File: config.mk
export PLATFORM = sky130hd
export DESIGN_NAME = acb_alu_ops
export DESIGN_NICKNAME = d
export VERILOG_FILES = /design/src/verilog/acb_pkg.sv /design/src/verilog/acb_divider.sv /design/src/verilog/acb_alu_ops.sv
export SDC_FILE = /design/constraint.sdc
export NUM_CORES = 1
export LEC_CHECK = 0
export ABC_CLOCK_PERIOD_IN_PS = 6800
export BUFFER_PORTS_ARGS = -buffer_cell sky130_fd_sc_hd__buf_2
export CAP_MARGIN = 20
export CORE_MARGIN = 3
export CORE_UTILIZATION = 50
export DETAILED_ROUTE_END_ITERATION = 7
export PLACE_DENSITY_LB_ADDON = 0.1
export SLEW_MARGIN = 10
export SYNTH_ARGS = -nofsm -noshare
export SYNTH_HDL_FRONTEND = slang
export SYNTH_HIERARCHICAL = 1
export SYNTH_SLANG_ARGS = --single-unit
File: constraint.sdc
create_clock -name clock_in -period 6.8 [get_ports clock_in]
set_clock_uncertainty 0.05 [all_clocks]
set_input_delay 0.68 -clock clock_in [delete_from_list [all_inputs] [get_ports clock_in]]
set_output_delay 0.68 -clock clock_in [all_outputs]
set_load 0.01 [all_outputs]
File: src/verilog/acb_pkg.sv
// Constants for the compare, clear, complement, decimal adjust, decrement and divide unit
package acb_pkg;
  localparam logic [7:0] OP_CMP_DIR = 8'hB5;
  localparam logic [7:0] OP_CMP_IMM = 8'hB4;
  localparam logic [6:0] OP_CMP_IND = 7'h5B;
  localparam logic [4:0] OP_CMP_REG = 5'h17;
  localparam logic [7:0] OP_ZERO_A = 8'hE4;
  localparam logic [7:0] OP_ZERO_C = 8'hC3;
  localparam logic [7:0] OP_ZERO_BIT = 8'hC2;
  localparam logic [7:0] OP_INV_A = 8'hF4;
  localparam logic [7:0] OP_INV_C = 8'hB3;
  localparam logic [7:0] OP_INV_BIT = 8'hB2;
  localparam logic [7:0] OP_BCD_ADJ = 8'hD4;
  localparam logic [7:0] OP_DEC_A = 8'h14;
  localparam logic [7:0] OP_DEC_DIR = 8'h15;
  localparam logic [6:0] OP_DEC_IND = 7'h0B;
  localparam logic [4:0] OP_DEC_REG = 5'h03;
  localparam logic [7:0] OP_DIV = 8'h84;
  localparam logic [3:0] NIB_NINE = 4'h9;
  localparam logic [7:0] ADJ_LOW = 8'h06;
  localparam logic [7:0] ADJ_HIGH = 8'h60;
  localparam logic [2:0] CYC_CMP = 3'h2;
  localparam logic [2:0] CYC_DIV = 3'h4;
  localparam logic [2:0] CYC_ONE = 3'h1;
  localparam logic [1:0] LEN_CMP = 2'h3;
  localparam logic [7:0] ACC_RST = 8'h00;
  localparam logic [7:0] B_RST = 8'h00;
  localparam logic [15:0] PC_RST = 16'h0000;
  typedef enum logic [3:0] {
    ACB_IDLE = 4'b0001,
    ACB_EXEC = 4'b0010,
    ACB_WAIT = 4'b0100,
    ACB_DONE = 4'b1000
  } acb_state_e;
endpackage

File: src/verilog/acb_divider.sv
// Restoring 8-bit unsigned divider, one quotient bit per clock
`timescale 1ns/1ps
module acb_divider
  import acb_pkg::*;
#(
  parameter int WIDTH = 8
) (
  input wire logic clock_in,
  input wire logic rst_b_in,
  input wire logic start_in,
  input wire logic [WIDTH-1:0] dividend_in,
  input wire logic [WIDTH-1:0] divisor_in,
  output logic done_out,
  output logic [WIDTH-1:0] quotient_out,
  output logic [WIDTH-1:0] remainder_out
);
  typedef struct packed {
    logic busy;
    logic done;
    logic [$clog2(WIDTH+1)-1:0] cnt;
    logic [WIDTH-1:0] quo;
    logic [WIDTH-1:0] rem;
    logic [WIDTH-1:0] dvs;
  } acb_div_s;

  acb_div_s st_r;
  acb_div_s st_nxt;

  always_comb begin
    logic [WIDTH:0] trial;
    trial = '0;
    st_nxt = st_r;
    st_nxt.done = 1'b0;
    if (start_in) begin
      st_nxt.busy = 1'b1;
      st_nxt.cnt = '0;
      st_nxt.quo = dividend_in;
      st_nxt.rem = '0;
      st_nxt.dvs = divisor_in;
    end else if (st_r.busy) begin
      trial = {st_r.rem, st_r.quo[WIDTH-1]} - {1'b0, st_r.dvs};
      if (!trial[WIDTH]) begin
        st_nxt.rem = trial[WIDTH-1:0];
        st_nxt.quo = {st_r.quo[WIDTH-2:0], 1'b1};
      end else begin
        st_nxt.rem = {st_r.rem[WIDTH-2:0], st_r.quo[WIDTH-1]};
        st_nxt.quo = {st_r.quo[WIDTH-2:0], 1'b0};
      end
      st_nxt.cnt = st_r.cnt + 1'b1;
      if (st_r.cnt == ($clog2(WIDTH+1))'(WIDTH - 1)) begin
        st_nxt.busy = 1'b0;
        st_nxt.done = 1'b1;
      end
    end
  end

  always_ff @(posedge clock_in or negedge rst_b_in) begin
    if (!rst_b_in) begin
      st_r <= '0;
    end else begin
      st_r <= st_nxt;
    end
  end

  assign done_out = st_r.done;
  assign quotient_out = st_r.quo;
  assign remainder_out = st_r.rem;
endmodule // acb_divider

File: src/verilog/acb_alu_ops.sv
// Execution unit for compare-branch, clear, complement, decimal adjust, decrement and divide
//
// Contract
// RULE_01 - Compare-branch is 3 bytes, 2 cycles; PC+3, then add displacement if unequal
// RULE_02 - Compare-branch sets carry when destination below source; operands untouched
// RULE_03 - Compare-branch pairs: A/direct, A/immediate, working register/imm, indirect/imm
// RULE_04 - Opcode B5 decodes A versus direct byte, then displacement byte
// RULE_05 - Opcode B4 is A versus immediate; 1011011i is indirect versus immediate
// RULE_06 - Opcode E4 zeroes the accumulator, flags unchanged
// RULE_07 - C3 clears carry, C2 clears an addressed bit; no other flag changes
// RULE_08 - Opcode F4 inverts all accumulator bits, flags unchanged
// RULE_09 - B3 toggles carry, B2 toggles addressed bit; no other flag changes
// RULE_10 - Bit toggle on a port bit reads the output latch, not the pin
// RULE_11 - Adjust adds 6 if low nibble above 9 or nibble carry; carry only set
// RULE_12 - Then add 6 to high nibble if carry or above 9; wrap flag kept
// RULE_13 - Adjust finishes in one cycle by adding 00, 06, 60 or 66
// RULE_14 - Adjust decodes from D4 and takes one cycle
// RULE_15 - Decrement wraps 00 to FF and alters no flags
// RULE_16 - Decrement targets: accumulator, working register, direct byte, indirect byte
// RULE_17 - Decrement of a port reads the output latch, not the pins
// RULE_18 - Divide A by B: quotient to A, remainder to B, clear flags, 4 cycles; code keeps op_ready_out low for 11 clocks, 8 of them in the divider
// RULE_19 - Divide by zero sets wrap flag, clears carry; results undefined
// RULE_20 - Preceding add sets nibble carry from bit 3 and carry from bit 7
`timescale 1ns/1ps
module acb_alu_ops
  import acb_pkg::*;
(
  input wire logic clock_in,
  input wire logic rst_b_in,
  input wire logic op_valid_in,
  input wire logic [7:0] opcode_in,
  input wire logic [7:0] operand1_in,
  input wire logic [7:0] operand2_in,
  input wire logic [7:0] mem_rdata_in,
  input wire logic [7:0] reg_rdata_in,
  input wire logic bit_rdata_in,
  input wire logic add_valid_in,
  input wire logic [7:0] add_src_in,
  input wire logic add_with_carry_in,
  input wire logic [15:0] pc_in,
  output logic op_ready_out,
  output logic [7:0] acc_out,
  output logic [7:0] b_out,
  output logic carry_out,
  output logic nibble_carry_out,
  output logic signed_wrap_out,
  output logic [15:0] pc_out,
  output logic pc_load_out,
  output logic [2:0] reg_sel_out,
  output logic ptr_sel_out,
  output logic latch_read_out,
  output logic mem_we_out,
  output logic reg_we_out,
  output logic [7:0] wdata_out,
  output logic bit_we_out,
  output logic bit_wdata_out,
  output logic [7:0] addr_out
);
  typedef struct packed {
    acb_state_e state;
    logic [7:0] op;
    logic [7:0] opd1;
    logic [7:0] opd2;
    logic [2:0] cyc;
    logic [7:0] acc;
    logic [7:0] b;
    logic cy;
    logic ac;
    logic ov;
    logic [15:0] pc;
    logic pc_load;
    logic mem_we;
    logic reg_we;
    logic [7:0] wdata;
    logic bit_we;
    logic bit_wdata;
    logic [7:0] addr;
    logic div_zero;
  } acb_core_s;

  acb_core_s st_r;
  acb_core_s st_nxt;
  logic div_start;
  logic div_done;
  logic [7:0] div_quo;
  logic [7:0] div_rem;

  // Decode of the held opcode
  logic is_cmp_dir;
  logic is_cmp_imm;
  logic is_cmp_ind;
  logic is_cmp_reg;
  logic is_cmp;
  logic is_dec_reg;
  logic is_dec_ind;
  assign is_cmp_dir = (st_r.op == OP_CMP_DIR); // RULE_04
  assign is_cmp_imm = (st_r.op == OP_CMP_IMM); // RULE_05
  assign is_cmp_ind = (st_r.op[7:1] == OP_CMP_IND); // RULE_05
  assign is_cmp_reg = (st_r.op[7:3] == OP_CMP_REG); // RULE_03
  assign is_cmp = is_cmp_dir | is_cmp_imm | is_cmp_ind | is_cmp_reg;
  assign is_dec_reg = (st_r.op[7:3] == OP_DEC_REG);
  assign is_dec_ind = (st_r.op[7:1] == OP_DEC_IND);

  acb_divider #(
    .WIDTH(8)
  ) u_div (
    .clock_in(clock_in),
    .rst_b_in(rst_b_in),
    .start_in(div_start),
    .dividend_in(st_r.acc),
    .divisor_in(st_r.b),
    .done_out(div_done),
    .quotient_out(div_quo),
    .remainder_out(div_rem)
  );

  always_comb begin
    logic [7:0] lhs;
    logic [7:0] rhs;
    logic [7:0] dec_src;
    logic [8:0] adj;
    logic [4:0] lo_sum;
    logic [8:0] add_sum;
    lhs = st_r.acc;
    rhs = st_r.opd1;
    dec_src = 8'h00;
    adj = 9'h000;
    lo_sum = 5'h00;
    add_sum = 9'h000;
    st_nxt = st_r;
    st_nxt.pc_load = 1'b0;
    st_nxt.mem_we = 1'b0;
    st_nxt.reg_we = 1'b0;
    st_nxt.bit_we = 1'b0;
    div_start = 1'b0;
    case (st_r.state)
      ACB_IDLE: begin
        if (op_valid_in) begin
          st_nxt.op = opcode_in;
          st_nxt.opd1 = operand1_in;
          st_nxt.opd2 = operand2_in;
          st_nxt.pc = pc_in;
          st_nxt.state = ACB_EXEC;
        end else if (add_valid_in) begin
          lo_sum = {1'b0, st_r.acc[3:0]} + {1'b0, add_src_in[3:0]}
            + {4'h0, add_with_carry_in & st_r.cy};
          add_sum = {1'b0, st_r.acc} + {1'b0, add_src_in}
            + {8'h00, add_with_carry_in & st_r.cy};
          st_nxt.ac = lo_sum[4]; // RULE_20
          st_nxt.cy = add_sum[8]; // RULE_20
          st_nxt.ov = (st_r.acc[7] == add_src_in[7]) && (add_sum[7] != st_r.acc[7]);
          st_nxt.acc = add_sum[7:0];
        end
      end
      ACB_EXEC: begin
        st_nxt.cyc = CYC_ONE;
        st_nxt.state = ACB_DONE;
        if (is_cmp) begin
          // Operands are only read, never written back
          if (is_cmp_ind) begin
            lhs = mem_rdata_in;
          end else if (is_cmp_reg) begin
            lhs = reg_rdata_in;
          end
          if (is_cmp_dir) begin
            rhs = mem_rdata_in;
          end
          st_nxt.cy = (lhs < rhs); // RULE_02
          st_nxt.pc = st_r.pc + {14'h0000, LEN_CMP}; // RULE_01
          if (lhs != rhs) begin
            st_nxt.pc = st_r.pc + {14'h0000, LEN_CMP} + {{8{st_r.opd2[7]}}, st_r.opd2}; // RULE_01
          end
          st_nxt.pc_load = 1'b1;
          st_nxt.state = ACB_WAIT; // RULE_01
        end else if (st_r.op == OP_ZERO_A) begin
          st_nxt.acc = 8'h00; // RULE_06
        end else if (st_r.op == OP_ZERO_C) begin
          st_nxt.cy = 1'b0; // RULE_07
        end else if (st_r.op == OP_ZERO_BIT) begin
          st_nxt.bit_we = 1'b1; // RULE_07
          st_nxt.bit_wdata = 1'b0;
          st_nxt.addr = st_r.opd1;
        end else if (st_r.op == OP_INV_A) begin
          st_nxt.acc = ~st_r.acc; // RULE_08
        end else if (st_r.op == OP_INV_C) begin
          st_nxt.cy = ~st_r.cy; // RULE_09
        end else if (st_r.op == OP_INV_BIT) begin
          st_nxt.bit_we = 1'b1; // RULE_09
          st_nxt.bit_wdata = ~bit_rdata_in; // RULE_10
          st_nxt.addr = st_r.opd1;
        end else if (st_r.op == OP_BCD_ADJ) begin // RULE_14
          adj = {1'b0, st_r.acc};
          if ((st_r.acc[3:0] > NIB_NINE) || st_r.ac) begin
            adj = adj + {1'b0, ADJ_LOW}; // RULE_11
          end
          if (adj[8] || st_r.cy || (adj[7:4] > NIB_NINE)) begin
            adj = {1'b0, adj[7:0]} + {1'b0, ADJ_HIGH} + {adj[8], 8'h00}; // RULE_12
          end
          st_nxt.acc = adj[7:0]; // RULE_13
          st_nxt.cy = st_r.cy | adj[8]; // RULE_11 RULE_12
        end else if (st_r.op == OP_DEC_A) begin
          st_nxt.acc = st_r.acc - 8'h01; // RULE_15
        end else if (is_dec_reg) begin
          st_nxt.reg_we = 1'b1; // RULE_16
          st_nxt.wdata = reg_rdata_in - 8'h01; // RULE_15
        end else if (st_r.op == OP_DEC_DIR || is_dec_ind) begin
          dec_src = mem_rdata_in; // RULE_17
          st_nxt.mem_we = 1'b1; // RULE_16
          st_nxt.wdata = dec_src - 8'h01; // RULE_15
          st_nxt.addr = st_r.opd1;
        end else if (st_r.op == OP_DIV) begin
          st_nxt.cy = 1'b0; // RULE_18 RULE_19
          st_nxt.div_zero = (st_r.b == 8'h00);
          st_nxt.ov = (st_r.b == 8'h00); // RULE_19
          div_start = 1'b1;
          st_nxt.state = ACB_WAIT;
        end
      end
      ACB_WAIT: begin
        st_nxt.cyc = st_r.cyc + 3'h1;
        if (is_cmp && (st_r.cyc + 3'h1 == CYC_CMP)) begin
          st_nxt.state = ACB_DONE; // RULE_01
        end else if ((st_r.op == OP_DIV) && div_done) begin
          if (!st_r.div_zero) begin
            st_nxt.acc = div_quo; // RULE_18
            st_nxt.b = div_rem; // RULE_18
          end
          // Divider needs eight clocks; hold instruction slot until results land
          st_nxt.state = ACB_DONE; // RULE_18
        end
      end
      ACB_DONE: begin
        st_nxt.state = ACB_IDLE;
      end
      default: begin
        st_nxt.state = ACB_IDLE;
      end
    endcase
  end

  always_ff @(posedge clock_in or negedge rst_b_in) begin
    if (!rst_b_in) begin
      st_r <= '{state: ACB_IDLE, acc: ACC_RST, b: B_RST, pc: PC_RST, default: '0};
    end else begin
      st_r <= st_nxt;
    end
  end

  assign op_ready_out = (st_r.state == ACB_IDLE);
  assign acc_out = st_r.acc;
  assign b_out = st_r.b;
  assign carry_out = st_r.cy;
  assign nibble_carry_out = st_r.ac;
  assign signed_wrap_out = st_r.ov;
  assign pc_out = st_r.pc;
  assign pc_load_out = st_r.pc_load;
  assign reg_sel_out = st_r.op[2:0]; // RULE_03 RULE_16
  assign ptr_sel_out = st_r.op[0];
  // Read-modify-write of port bits and bytes must see the output latch
  assign latch_read_out = (st_r.state == ACB_EXEC)
    && ((st_r.op == OP_INV_BIT) || (st_r.op == OP_DEC_DIR)); // RULE_10 RULE_17
  assign mem_we_out = st_r.mem_we;
  assign reg_we_out = st_r.reg_we;
  assign wdata_out = st_r.wdata;
  assign bit_we_out = st_r.bit_we;
  assign bit_wdata_out = st_r.bit_wdata;
  assign addr_out = st_r.addr;
endmodule // acb_alu_ops

Yosys cells after proc, flatten, opt, wreduce, memory -nomap -nowiden
Index checks and enable logic that the tools add are counted. Widths: inputs -> output; s select.

Add/subtract/negate cells: 15. Multiply operators: 0. Divide/modulo/power cells: 0. Magnitude comparators: 3. Equality and inequality tests: 62. Shift operators: 0. Muxes and demuxes: 135. Bitwise logic cells: 22. Reductions and logical operators: 29.

Operators with widths (number): $mux 9 (24); $mux 8 (22); $mux 21 (5); $eq 8x8->1 const B (10); $mux 16 (5); $mux 4 (14); $mux 10 (5); $mux 1 (46); $mux 22 (2); $ne 2x2->1 const B (21); $pmux 17 s2 (1); $mux 28 (1); $ne 6x6->1 const B (4); $pmux 8 s3 (1); $sub 8x1->8 const B (3); $reduce_and 11->1 (2); $mux 20 (1); $mux 17 (1); $add 16x16->16 (1); $add 16x2->16 const B (1); $eq 8x5->1 const B (2); $ne 4x4->1 const B (4); $not 1->1 (16); $reduce_and 15->1 (1); other kinds (47) (73).

Register bits: 118. Bits in latches: 0. Memory bits (writable): 0. ROM bits: 0. Output and inout port bits: 62. Memories kept: 0.

Longest topological paths before layout
Gate-level depths: netlist (run 1).

Depth in word-level cells: 34. Depth in mapped cells: 16.

By module
The synthesis (run 1) kept the hierarchy.

By module, submodules not included: acb_alu_ops (instances 1, cells an instance 833, area an instance 7121.8 sq um, seq. area each 2203.4 sq um); acb_divider (instances 1, cells an instance 197, area an instance 1850.5 sq um, seq. area each 750.7 sq um).

Least setup slack after synthesis (run 1)
OpenSTA, ideal clock, no wires.

Kind: register -> register. Start point: reg st_r[79] in the netlist's numbering. End point: reg st_r, in the netlist pc_out[15]. Arrival time: 2961 ps. Required time: 6624 ps. Slack: 3663 ps. Stages on the path, launching flop included: 15. Period minus slack after synthesis: 3137 ps. Cells stage by stage: dfrtp_1 clkbuf_1 nor2b_1 and3_1 clkbuf_1 clkbuf_1 o21ai_0 ha_1 nand4_1 or2_2 clkbuf_1 nand2_1 mux2i_1 mux2i_1 a221o_1.

Cells in the longest elaborated chain, start to end: 9. Elaborated cells on any way between the ends: 20. Classes of those cells: 6 x eq/ne; 10 x mux; 3 x bitwise; 1 x reduce/logical.

Ends and longest elaborated chain: start, declared (line acb_alu_ops.sv:81) `acb_core_s st_r;`; start signal, assigned (line acb_alu_ops.sv:245) `st_r <= st_nxt;`; $eq 5x5->1 (line acb_alu_ops.sv:99) `assign is_cmp_reg = (st_r.op[7:3] == OP_CMP_REG);`; $mux 8 (line acb_alu_ops.sv:162) `end else if (is_cmp_reg) begin`; $mux 8 (line acb_alu_ops.sv:160) `if (is_cmp_ind) begin`; $mux 8 (line acb_alu_ops.sv:158) `if (is_cmp) begin`; $mux 8 (line acb_alu_ops.sv:136) `case (st_r.state)`; $ne 8x8->1 (line acb_alu_ops.sv:170) `if (lhs != rhs) begin`; $mux 16 (line acb_alu_ops.sv:170); $mux 17 (line acb_alu_ops.sv:158); $pmux 17 s2 (line acb_alu_ops.sv:136).

Several ways; a longest one is shown, not always the timed one. The select of a mux whose other input is x is not followed. A chain may end at the register's enable or synchronous reset.

Worst setup path after layout (run 1)
Start point: reg st_r[81] in the netlist's numbering. End point: reg st_r, in the netlist pc_out[2].

Same word-level chain as after synthesis.

==> Implementation_results.wiki, run 1 <==
{| class="wikitable"
! Metric !! Value
|-
| First-pass detailed-route iteration total || 6
|-
| Clock H-tree levels || 4
|-
| Clock latency reported for the late side of the worst-skew pair || 0.42 ns
|-
| Setup crit end kind || flop
|-
| Required time at the worst-slack endpoint || between 7 and 8 ns
|-
| Cell Rows || between 40 and 50
|-
| Die footprint || approximately 20,000 µm²
|-
| I/O pins || 132
|-
| Final setup TNS || 0 ns
|-
| Number of input and output port buffers inserted || 131
|-
| Count of antenna-violating nets left after detailed routing || 0
|-
| Count of final hold-check violations || 0
|-
| Routed WL || between 20,000 and 25,000 µm
|-
| Die Width || approximately 140 µm
|-
| Minimum setup slack in the final design || approximately 2.9 ns
|-
| First-pass GRT wire length || approximately 38,000 µm
|-
| Proportion of synthesized chip area in sequential cells || 0.3292
|-
| Pwr per Cell Area || 473.0 nW/µm²
|-
| Initial Utilization || 0.5152
|-
| Remaining DRCs || 0
|-
| Number of nets in the final layout || 1,196
|-
| Overflow left after global routing || 0
|-
| Via density per instance || roughly 5.7
|-
| Post-Synthesis Mean Instance Area || 8.711 µm²
|-
| Area overhead of the layout relative to synthesis || 9.943%
|-
| Number of setup violations in the final report || 0
|-
| Most frequently used cell type in the post-synthesis netlist || sky130_fd_sc_hd__nand2_1
|-
| Unrepaired setup endpoints after global routing || no
|-
| DRT iter0 DRCs || slightly below 500
|-
| Synth Net Count || approximately 1,200
|-
| Cell area after synthesis || 8972 µm²
|-
| Maximum number of pins on one net before global-route repair || 71
|-
| Floorplan die height || 140.0 µm
|-
| All-layer global routing usage || 0.2373
|-
| Fin crit share || 0.5754
|-
| Worst hold path type || input pin to asynchronous set/reset pin
|-
| Commonest cells in the netlist || sky130_fd_sc_hd__nand2_1, sky130_fd_sc_hd__dfrtp_1, sky130_fd_sc_hd__nor2_1
|-
| Arrival time of the worst setup path || about 4.2 ns
|-
| Maximum VDD drop || approximately 0.00022 V
|-
| Cell at the root of the clock tree || sky130_fd_sc_hd__clkbuf_16
|-
| Post-synth top area cell || sky130_fd_sc_hd__dfrtp_1
|-
| Highest clock frequency the design can meet || between 200 and 300 MHz
|-
| Max-slew violations || 0
|-
| DP HPWL || 16,900 µm
|-
| Wire length per cell || 17.58 µm
|-
| CTS tree || yes
|-
| Area share of the leading cell type in the synthesized netlist || 0.3263
|-
| Number of clock sinks || ~120
|-
| Leakage power figure || about 4.7 nW
|-
| Dominant cells by area after synthesis || sky130_fd_sc_hd__dfrtp_1, sky130_fd_sc_hd__ha_1, sky130_fd_sc_hd__nand2_1
|-
| Share of layout cells above drive strength 1 || 0.2086
|-
| Startpoint-to-endpoint class of the critical path || flop to flop
|-
| Via count of the routed design || about 7,500
|-
| Clock transition at path regs || about 0.060 ns
|-
| Min cycle time layout || approximately 3.9 ns
|-
| Count of inserted antenna diode cells || 0
|-
| Total clock buffers created by CTS || 17
|-
| Post-CTS setup buffers || 0
|-
| CTS hold repair buffers || 0
|-
| Largest buffer count on any clock path || 2
|-
| Warning count from the yosys run || 6
|-
| Placer's final routability congestion estimate || slightly below 0.9
|-
| Core area || roughly 17,000 µm²
|-
| Post-synthesis cell type count || slightly above 90
|-
| Vias in the first global route || slightly above 7,000
|-
| Number of antenna violations at the first check in global routing || 0
|-
| Proportion of register bits with asynchronous set or reset after synthesis || 1.000
|-
| Number of standard cells after synthesis || slightly above 1,000
|-
| Number of resized instances in the post-cts repair step || 0
|-
| Transition time at the pin with the least slew margin || about 1.1 ns
|-
| Max_slew headroom || 0.2827
|-
| Status || completed
|-
| Number of max-cap violations || 0
|-
| Nature of the critical path startpoint || flop
|-
| Overall power after layout || 4.666 mW
|-
| Worst setup slack before clock tree synthesis || 2.940 ns
|-
| Critical Path Fanout Max || 21
|-
| Dominant register cell in the synthesized netlist || sky130_fd_sc_hd__dfrtp_1
|-
| Synth Register Bits || roughly 120
|-
| Number of enable flip-flop cells after synthesis || 0
|-
| Number of cells in the design after placement || around 1,300
|-
| Number of non-filler instances in the completed layout || around 1,300
|}
-- cell usage in the layout, fill, tap and decap left out, drive strengths merged, types with 6 or more instances in the layout --
master,synthesis,final
nand2,155,155
buf,87,138
dfrtp,117,117
nor2,89,89
o21ai,62,62
a21oi,50,50
ha,47,47
mux2i,40,40
inv,35,35
xnor2,31,31
mux2,26,26
xor2,22,22
nor3,20,20
clkbuf,25,19
a211oi,15,15
nor2b,14,14
and3,14,14
nand3,12,12
o21a,11,11
nand4,10,10
a31oi,10,10
nand2b,10,10
a221oi,10,10
o22ai,8,8
clkinv,1,8
nor4b,8,8
a21o,7,7
o31ai,6,6
-- sequential cells by signal (all words and copies together), names as in the netlist --
signal,flops
st_r,29
pc_out,16
u_div/st_r,13
acc_out,8
addr_out,8
b_out,8
u_div/quotient_out,8
u_div/remainder_out,8
wdata_out,8
reg_sel_out,2
bit_wdata_out,1
bit_we_out,1
carry_out,1
mem_we_out,1
nibble_carry_out,1
pc_load_out,1
ptr_sel_out,1
reg_we_out,1
signed_wrap_out,1
u_div/done_out,1
-- critical path, stage by stage, from the launching register on --
cell                       delay, ns
sky130_fd_sc_hd__dfrtp_1        0.78
sky130_fd_sc_hd__and4b_1        0.39
sky130_fd_sc_hd__nand3_1        0.42
sky130_fd_sc_hd__mux2_2         0.43
sky130_fd_sc_hd__ha_1           0.27
sky130_fd_sc_hd__nand4_1        0.11
sky130_fd_sc_hd__nor2_1         0.76
sky130_fd_sc_hd__o21ai_0        0.21
sky130_fd_sc_hd__a221oi_1       0.30
sky130_fd_sc_hd__nor2_1         0.06
-- final timing paths --
path | end | cells after the start | slack, ns | from
min in group clock_in | st_r[64] | 3 | 0.39 | operand2_in[4]
max in group asynchronous | b_out[5] | 2 | 5.11 | rst_b_in
worst min-delay path | wdata_out[6] | 1 | 0.24 | rst_b_in
worst max register to register | pc_out[2] | 9 | 2.89 | st_r[81]
worst min register to register | st_r[66] | 2 | 0.43 | st_r[66]
worst max-delay path | pc_out[2] | 9 | 2.89 | st_r[81]
-- area by class of cell --
class | instances | area (µm²)
multi-input combinational | 764 | 5175
sequential | 118 | 2954
clock inverter | 13 | 155.1
fill | 1621 | 7552
tap | 225 | 281.5
clock buffer | 19 | 452.9
timing repair buffer | 138 | 710.7
inverter | 36 | 135.1
-- power breakdown --
group / internal (mW) / total [mW] / switching [mW]
logic: 1.07 / 2.40 / 1.33
registers: 0.926 / 1.34 / 0.415
clock network: 0.592 / 0.927 / 0.335
-- layer usage --
layer / global-route usage / vias to the layer above / wire length [µm]
li1: - / 3675 / -
met1: 0.3395 / 3570 / 10820
met2: 0.3712 / 227 / 10650
met3: 0.04063 / 27 / 1264
met4: 0.07139 / 0 / 355
met5: 0 / - / 0
-- cells by family (layout without fill, tap and decap cells) --
group,after synthesis,count (layout),synth area share
compound gates,225,225,0.1699
xor+xnor,53,53,0.05174
fa+ha+maj,51,51,0.07447
buf+inv,148,206,0.09497
flops,118,118,0.3292
mux,66,66,0.07809
simple gates,369,369,0.2016
-- through the flow --
step                      area, µm²  hold slack [ns]    util
after CTS                      9864           0.2428  0.5664
after global placement         9256           0.4174  0.5315
final                          9864           0.2366  0.5664
after global routing           9864           0.2736  0.5664
after detailed placement       9256           0.4202  0.5315
after floorplan                8972           0.3344       -
No activity file was read; power rests on OpenSTA's default activity.
==> inputs of run 2 (changes only) <==
--- a/config.mk
+++ b/config.mk
@@ -5,7 +5,7 @@
 export SDC_FILE = /design/constraint.sdc
 export NUM_CORES = 1
 export LEC_CHECK = 0
-export ABC_CLOCK_PERIOD_IN_PS = 6800
+export ABC_CLOCK_PERIOD_IN_PS = 3400
 export BUFFER_PORTS_ARGS = -buffer_cell sky130_fd_sc_hd__buf_2
 export CAP_MARGIN = 20
 export CORE_MARGIN = 3
==> constraint.sdc (replaced) <==
create_clock -name clock_in -period 3.4 [get_ports clock_in]
set_clock_uncertainty 0.05 [all_clocks]
set_input_delay 0.34 -clock clock_in [delete_from_list [all_inputs] [get_ports clock_in]]
set_output_delay 0.34 -clock clock_in [all_outputs]
set_load 0.01 [all_outputs]
==> run 2 against run 1 <==
Effect of this change: die area unchanged; first-iteration DRC count is 1.6% higher; routed wire length grew 1.2%; final area rose by 2.0%; core utilization increased by 1.1 points; worst hold slack lost 0.19 ns; largest power group unchanged.
==> Implementation_results.wiki, run 2 (synthesis gave the netlist of run 1 again) <==
{| class="wikitable"
! Metric !! Value
|-
| Critical Path Fanout Max || 6
|-
| Worst reg2reg startpoint || pc_out[0]
|-
| Transition time at the pin with the least slew margin || between 0.9 and 1 ns
|-
| Count of final hold-check violations || 0
|-
| Minimum setup slack in the final design || ~0.22 ns
|-
| Commonest non-fill, non-tap cell in the layout || sky130_fd_sc_hd__nand2_1
|-
| Placer's final routability congestion estimate || between 0.9 and 1
|-
| All-layer global routing usage || 0.2394
|-
| Clock transition at path regs || 0.06 ns
|-
| Overall power after layout || between 9 and 10 mW
|-
| Number of antenna violations at the first check in global routing || 1
|-
| Maximum cell stage delay along the critical path || ~0.43 ns
|-
| Switching part of the total || 0.4456
|-
| Fin crit share || 0.9351
|-
| Worst hold path type || input pin to flop
|-
| Most used cells in the layout excluding fill and tap cells || sky130_fd_sc_hd__nand2_1, sky130_fd_sc_hd__buf_2, sky130_fd_sc_hd__dfrtp_1
|-
| Wire length on met1 || between 10,000 and 15,000 µm
|-
| Total clock buffers created by CTS || 17
|-
| Max layer used || met5
|-
| CTS tree || yes
|-
| Area overhead of the layout relative to synthesis || 12.16%
|-
| Wire length per cell || 17.44 µm
|-
| Unrepaired setup endpoints after global routing || yes
|-
| Total length of routed met2 wires || 10,750 µm
|-
| Die footprint || a little under 20,000 µm²
|-
| Highest clock frequency the design can meet || between 300 and 400 MHz
|-
| Clock latency reported for the late side of the worst-skew pair || roughly 0.42 ns
|-
| Status || completed
|-
| Leakage power figure || 4.792 nW
|-
| Core area || 17,420 µm²
|-
| Combinational Power Share || 0.554
|-
| Max-slew violations || 0
|-
| Clock group share of total power || 0.187
|-
| Vias in the first global route || 7,422
|-
| Initial Utilization || 0.5152
|-
| Metal3 WL || around 1200 µm
|-
| Count of inserted antenna diode cells || 0
|-
| Logic depth of the worst register-to-register path || 13
|-
| Final hold slack || approximately 0.049 ns
|-
| Largest buffer count on any clock path || 2
|-
| Cell at the root of the clock tree || sky130_fd_sc_hd__clkbuf_16
|-
| Min cycle time layout || roughly 3.2 ns
|-
| Net switching power figure || 4.203 mW
|-
| Register with the most flip-flops || st_r
|-
| Maximum VDD drop || roughly 0.00062 V
|-
| First-pass detailed-route iteration total || 5
|-
| Cell Rows || 48
|-
| Final setup TNS || 0 ns
|-
| Worst setup slack before clock tree synthesis || roughly 0.21 ns
|-
| Count of antenna-violating nets left after detailed routing || 0
|-
| Timing endpoint of the critical path || pc_out[15]
|-
| First-pass GRT wire length || 38,240 µm
|-
| Arrival time of the worst setup path || 3.43 ns
|-
| Die Width || between 100 and 150 µm
|-
| Worst path cell trace || inv_1, ha_1, nor2_1, and3_1, xor2_1, ha_1, a21o_1, a21oi_1, and3_1, a21oi_1, mux2i_1, mux2i_1, a221o_1
|-
| Post-CTS setup buffers || 0
|-
| Clock H-tree levels || 4
|-
| Number of input and output port buffers inserted || approximately 130
|-
| Share of layout cells above drive strength 1 || 0.2305
|-
| Via density per instance || between 5 and 6
|-
| Via count of the routed design || ~7,600
|-
| Number of nets in the final layout || roughly 1,200
|-
| Number of max-cap violations || 0
|-
| Max_slew headroom || 0.3367
|-
| Overflow left after global routing || 0
|-
| DP HPWL || about 17,000 µm
|-
| Nature of the critical path startpoint || flop
|-
| Maximum number of pins on one net before global-route repair || a little under 70
|-
| Worst R2R Setup Slack || ~0.22 ns
|-
| Share of power burned in registers || 0.258
|-
| I/O pins || between 100 and 150
|-
| Required time at the worst-slack endpoint || 3.65 ns
|-
| DRT iter0 DRCs || roughly 500
|-
| Pwr per Cell Area || ~940 nW/µm²
|-
| Cell at the slowest stage of the critical path || sky130_fd_sc_hd__dfrtp_1
|-
| Setup crit end kind || flop
|-
| Remaining DRCs || 0
|-
| Critical path startpoint || pc_out[0]
|-
| Number of clock sinks || about 120
|-
| Startpoint-to-endpoint class of the critical path || flop to flop
|-
| Pint || 5.230 mW
|-
| Largest register FFs || 29
|-
| Number of setup violations in the final report || 0
|-
| Floorplan die height || about 140 µm
|-
| Routed WL || 23,370 µm
|-
| Critical register-to-register path endpoint || pc_out[15]
|}
## run 2: cell types whose count changed in the layout (fill, tap and decap cells not counted), sizes merged
cell / change
dlygate4sd3: +1
clkinvlp: -2
bufinv: -1
clkinv: +3
buf: +26
## run 2: area by class of cell
| cell class | instances | area [µm²] |
|---|---|---|
| multi-input combinational | 764 | 5186 |
| inverter | 36 | 135.1 |
| timing repair buffer | 165 | 928.4 |
| clock buffer | 19 | 442.9 |
| fill | 1647 | 7353 |
| clock inverter | 13 | 132.6 |
| sequential | 118 | 2957 |
| tap | 225 | 281.5 |
## run 2: timing repair
action,4_1_cts,5_1_grt
resized for setup,0,5
setup endpoints to repair,0,7
endpoints found under the hold margin,50,0
hold buffers,1,0
## run 2: power groups by stage
stage / combinational [mW] / sequential (mW) / clock [mW]
2_1_floorplan: 4.33 / 2.27 / 0
3_3_place_gp: 5.12 / 2.44 / 0
3_5_place_dp: 5.17 / 2.45 / 0
4_1_cts: 5.20 / 2.43 / 1.80
5_1_grt: 5.87 / 2.51 / 1.86
6_report: 5.23 / 2.44 / 1.77
## run 2: stage by stage
step,cells,cell area [µm²],util
floorplan,1030,8972,-
global placement,1307,9464,0.5434
detailed placement,1307,9464,0.5434
CTS,1340,10050,0.5770
global route,1340,10060,0.5778
finish,1340,10060,0.5778
## run 2: layer usage
layer	track usage	vias up
li1	-	3735
met1	0.3290	3606
met2	0.3824	212
met3	0.04541	38
met4	0.08006	2
met5	0	-
## run 2: critical path, delay by kind of cell (launching register included)
| kind | cells | cell delay (ns) |
|---|---|---|
| AO/OA/AOI/OAI | 4 | 0.75 |
| XOR/XNOR | 1 | 0.22 |
| adder cells (fa/ha/maj) | 2 | 0.58 |
| buffers and inverters | 1 | 0.09 |
| flip-flops | 1 | 0.43 |
| multiplexers | 2 | 0.31 |
| AND/OR/NAND/NOR | 3 | 0.64 |
## run 2: how the worst min path moves through the flow
| stage | startpoint | to | cells after the start |
|---|---|---|---|
| 2_1_floorplan | rst_b_in | acc_out[0] | 0 |
| 3_3_place_gp | rst_b_in | acc_out[3] | 1 |
| 3_5_place_dp | rst_b_in | nibble_carry_out | 1 |
| 4_1_cts | bit_rdata_in | bit_wdata_out | 2 |
| 5_1_grt | bit_rdata_in | bit_wdata_out | 2 |
| 6_report | bit_rdata_in | bit_wdata_out | 2 |
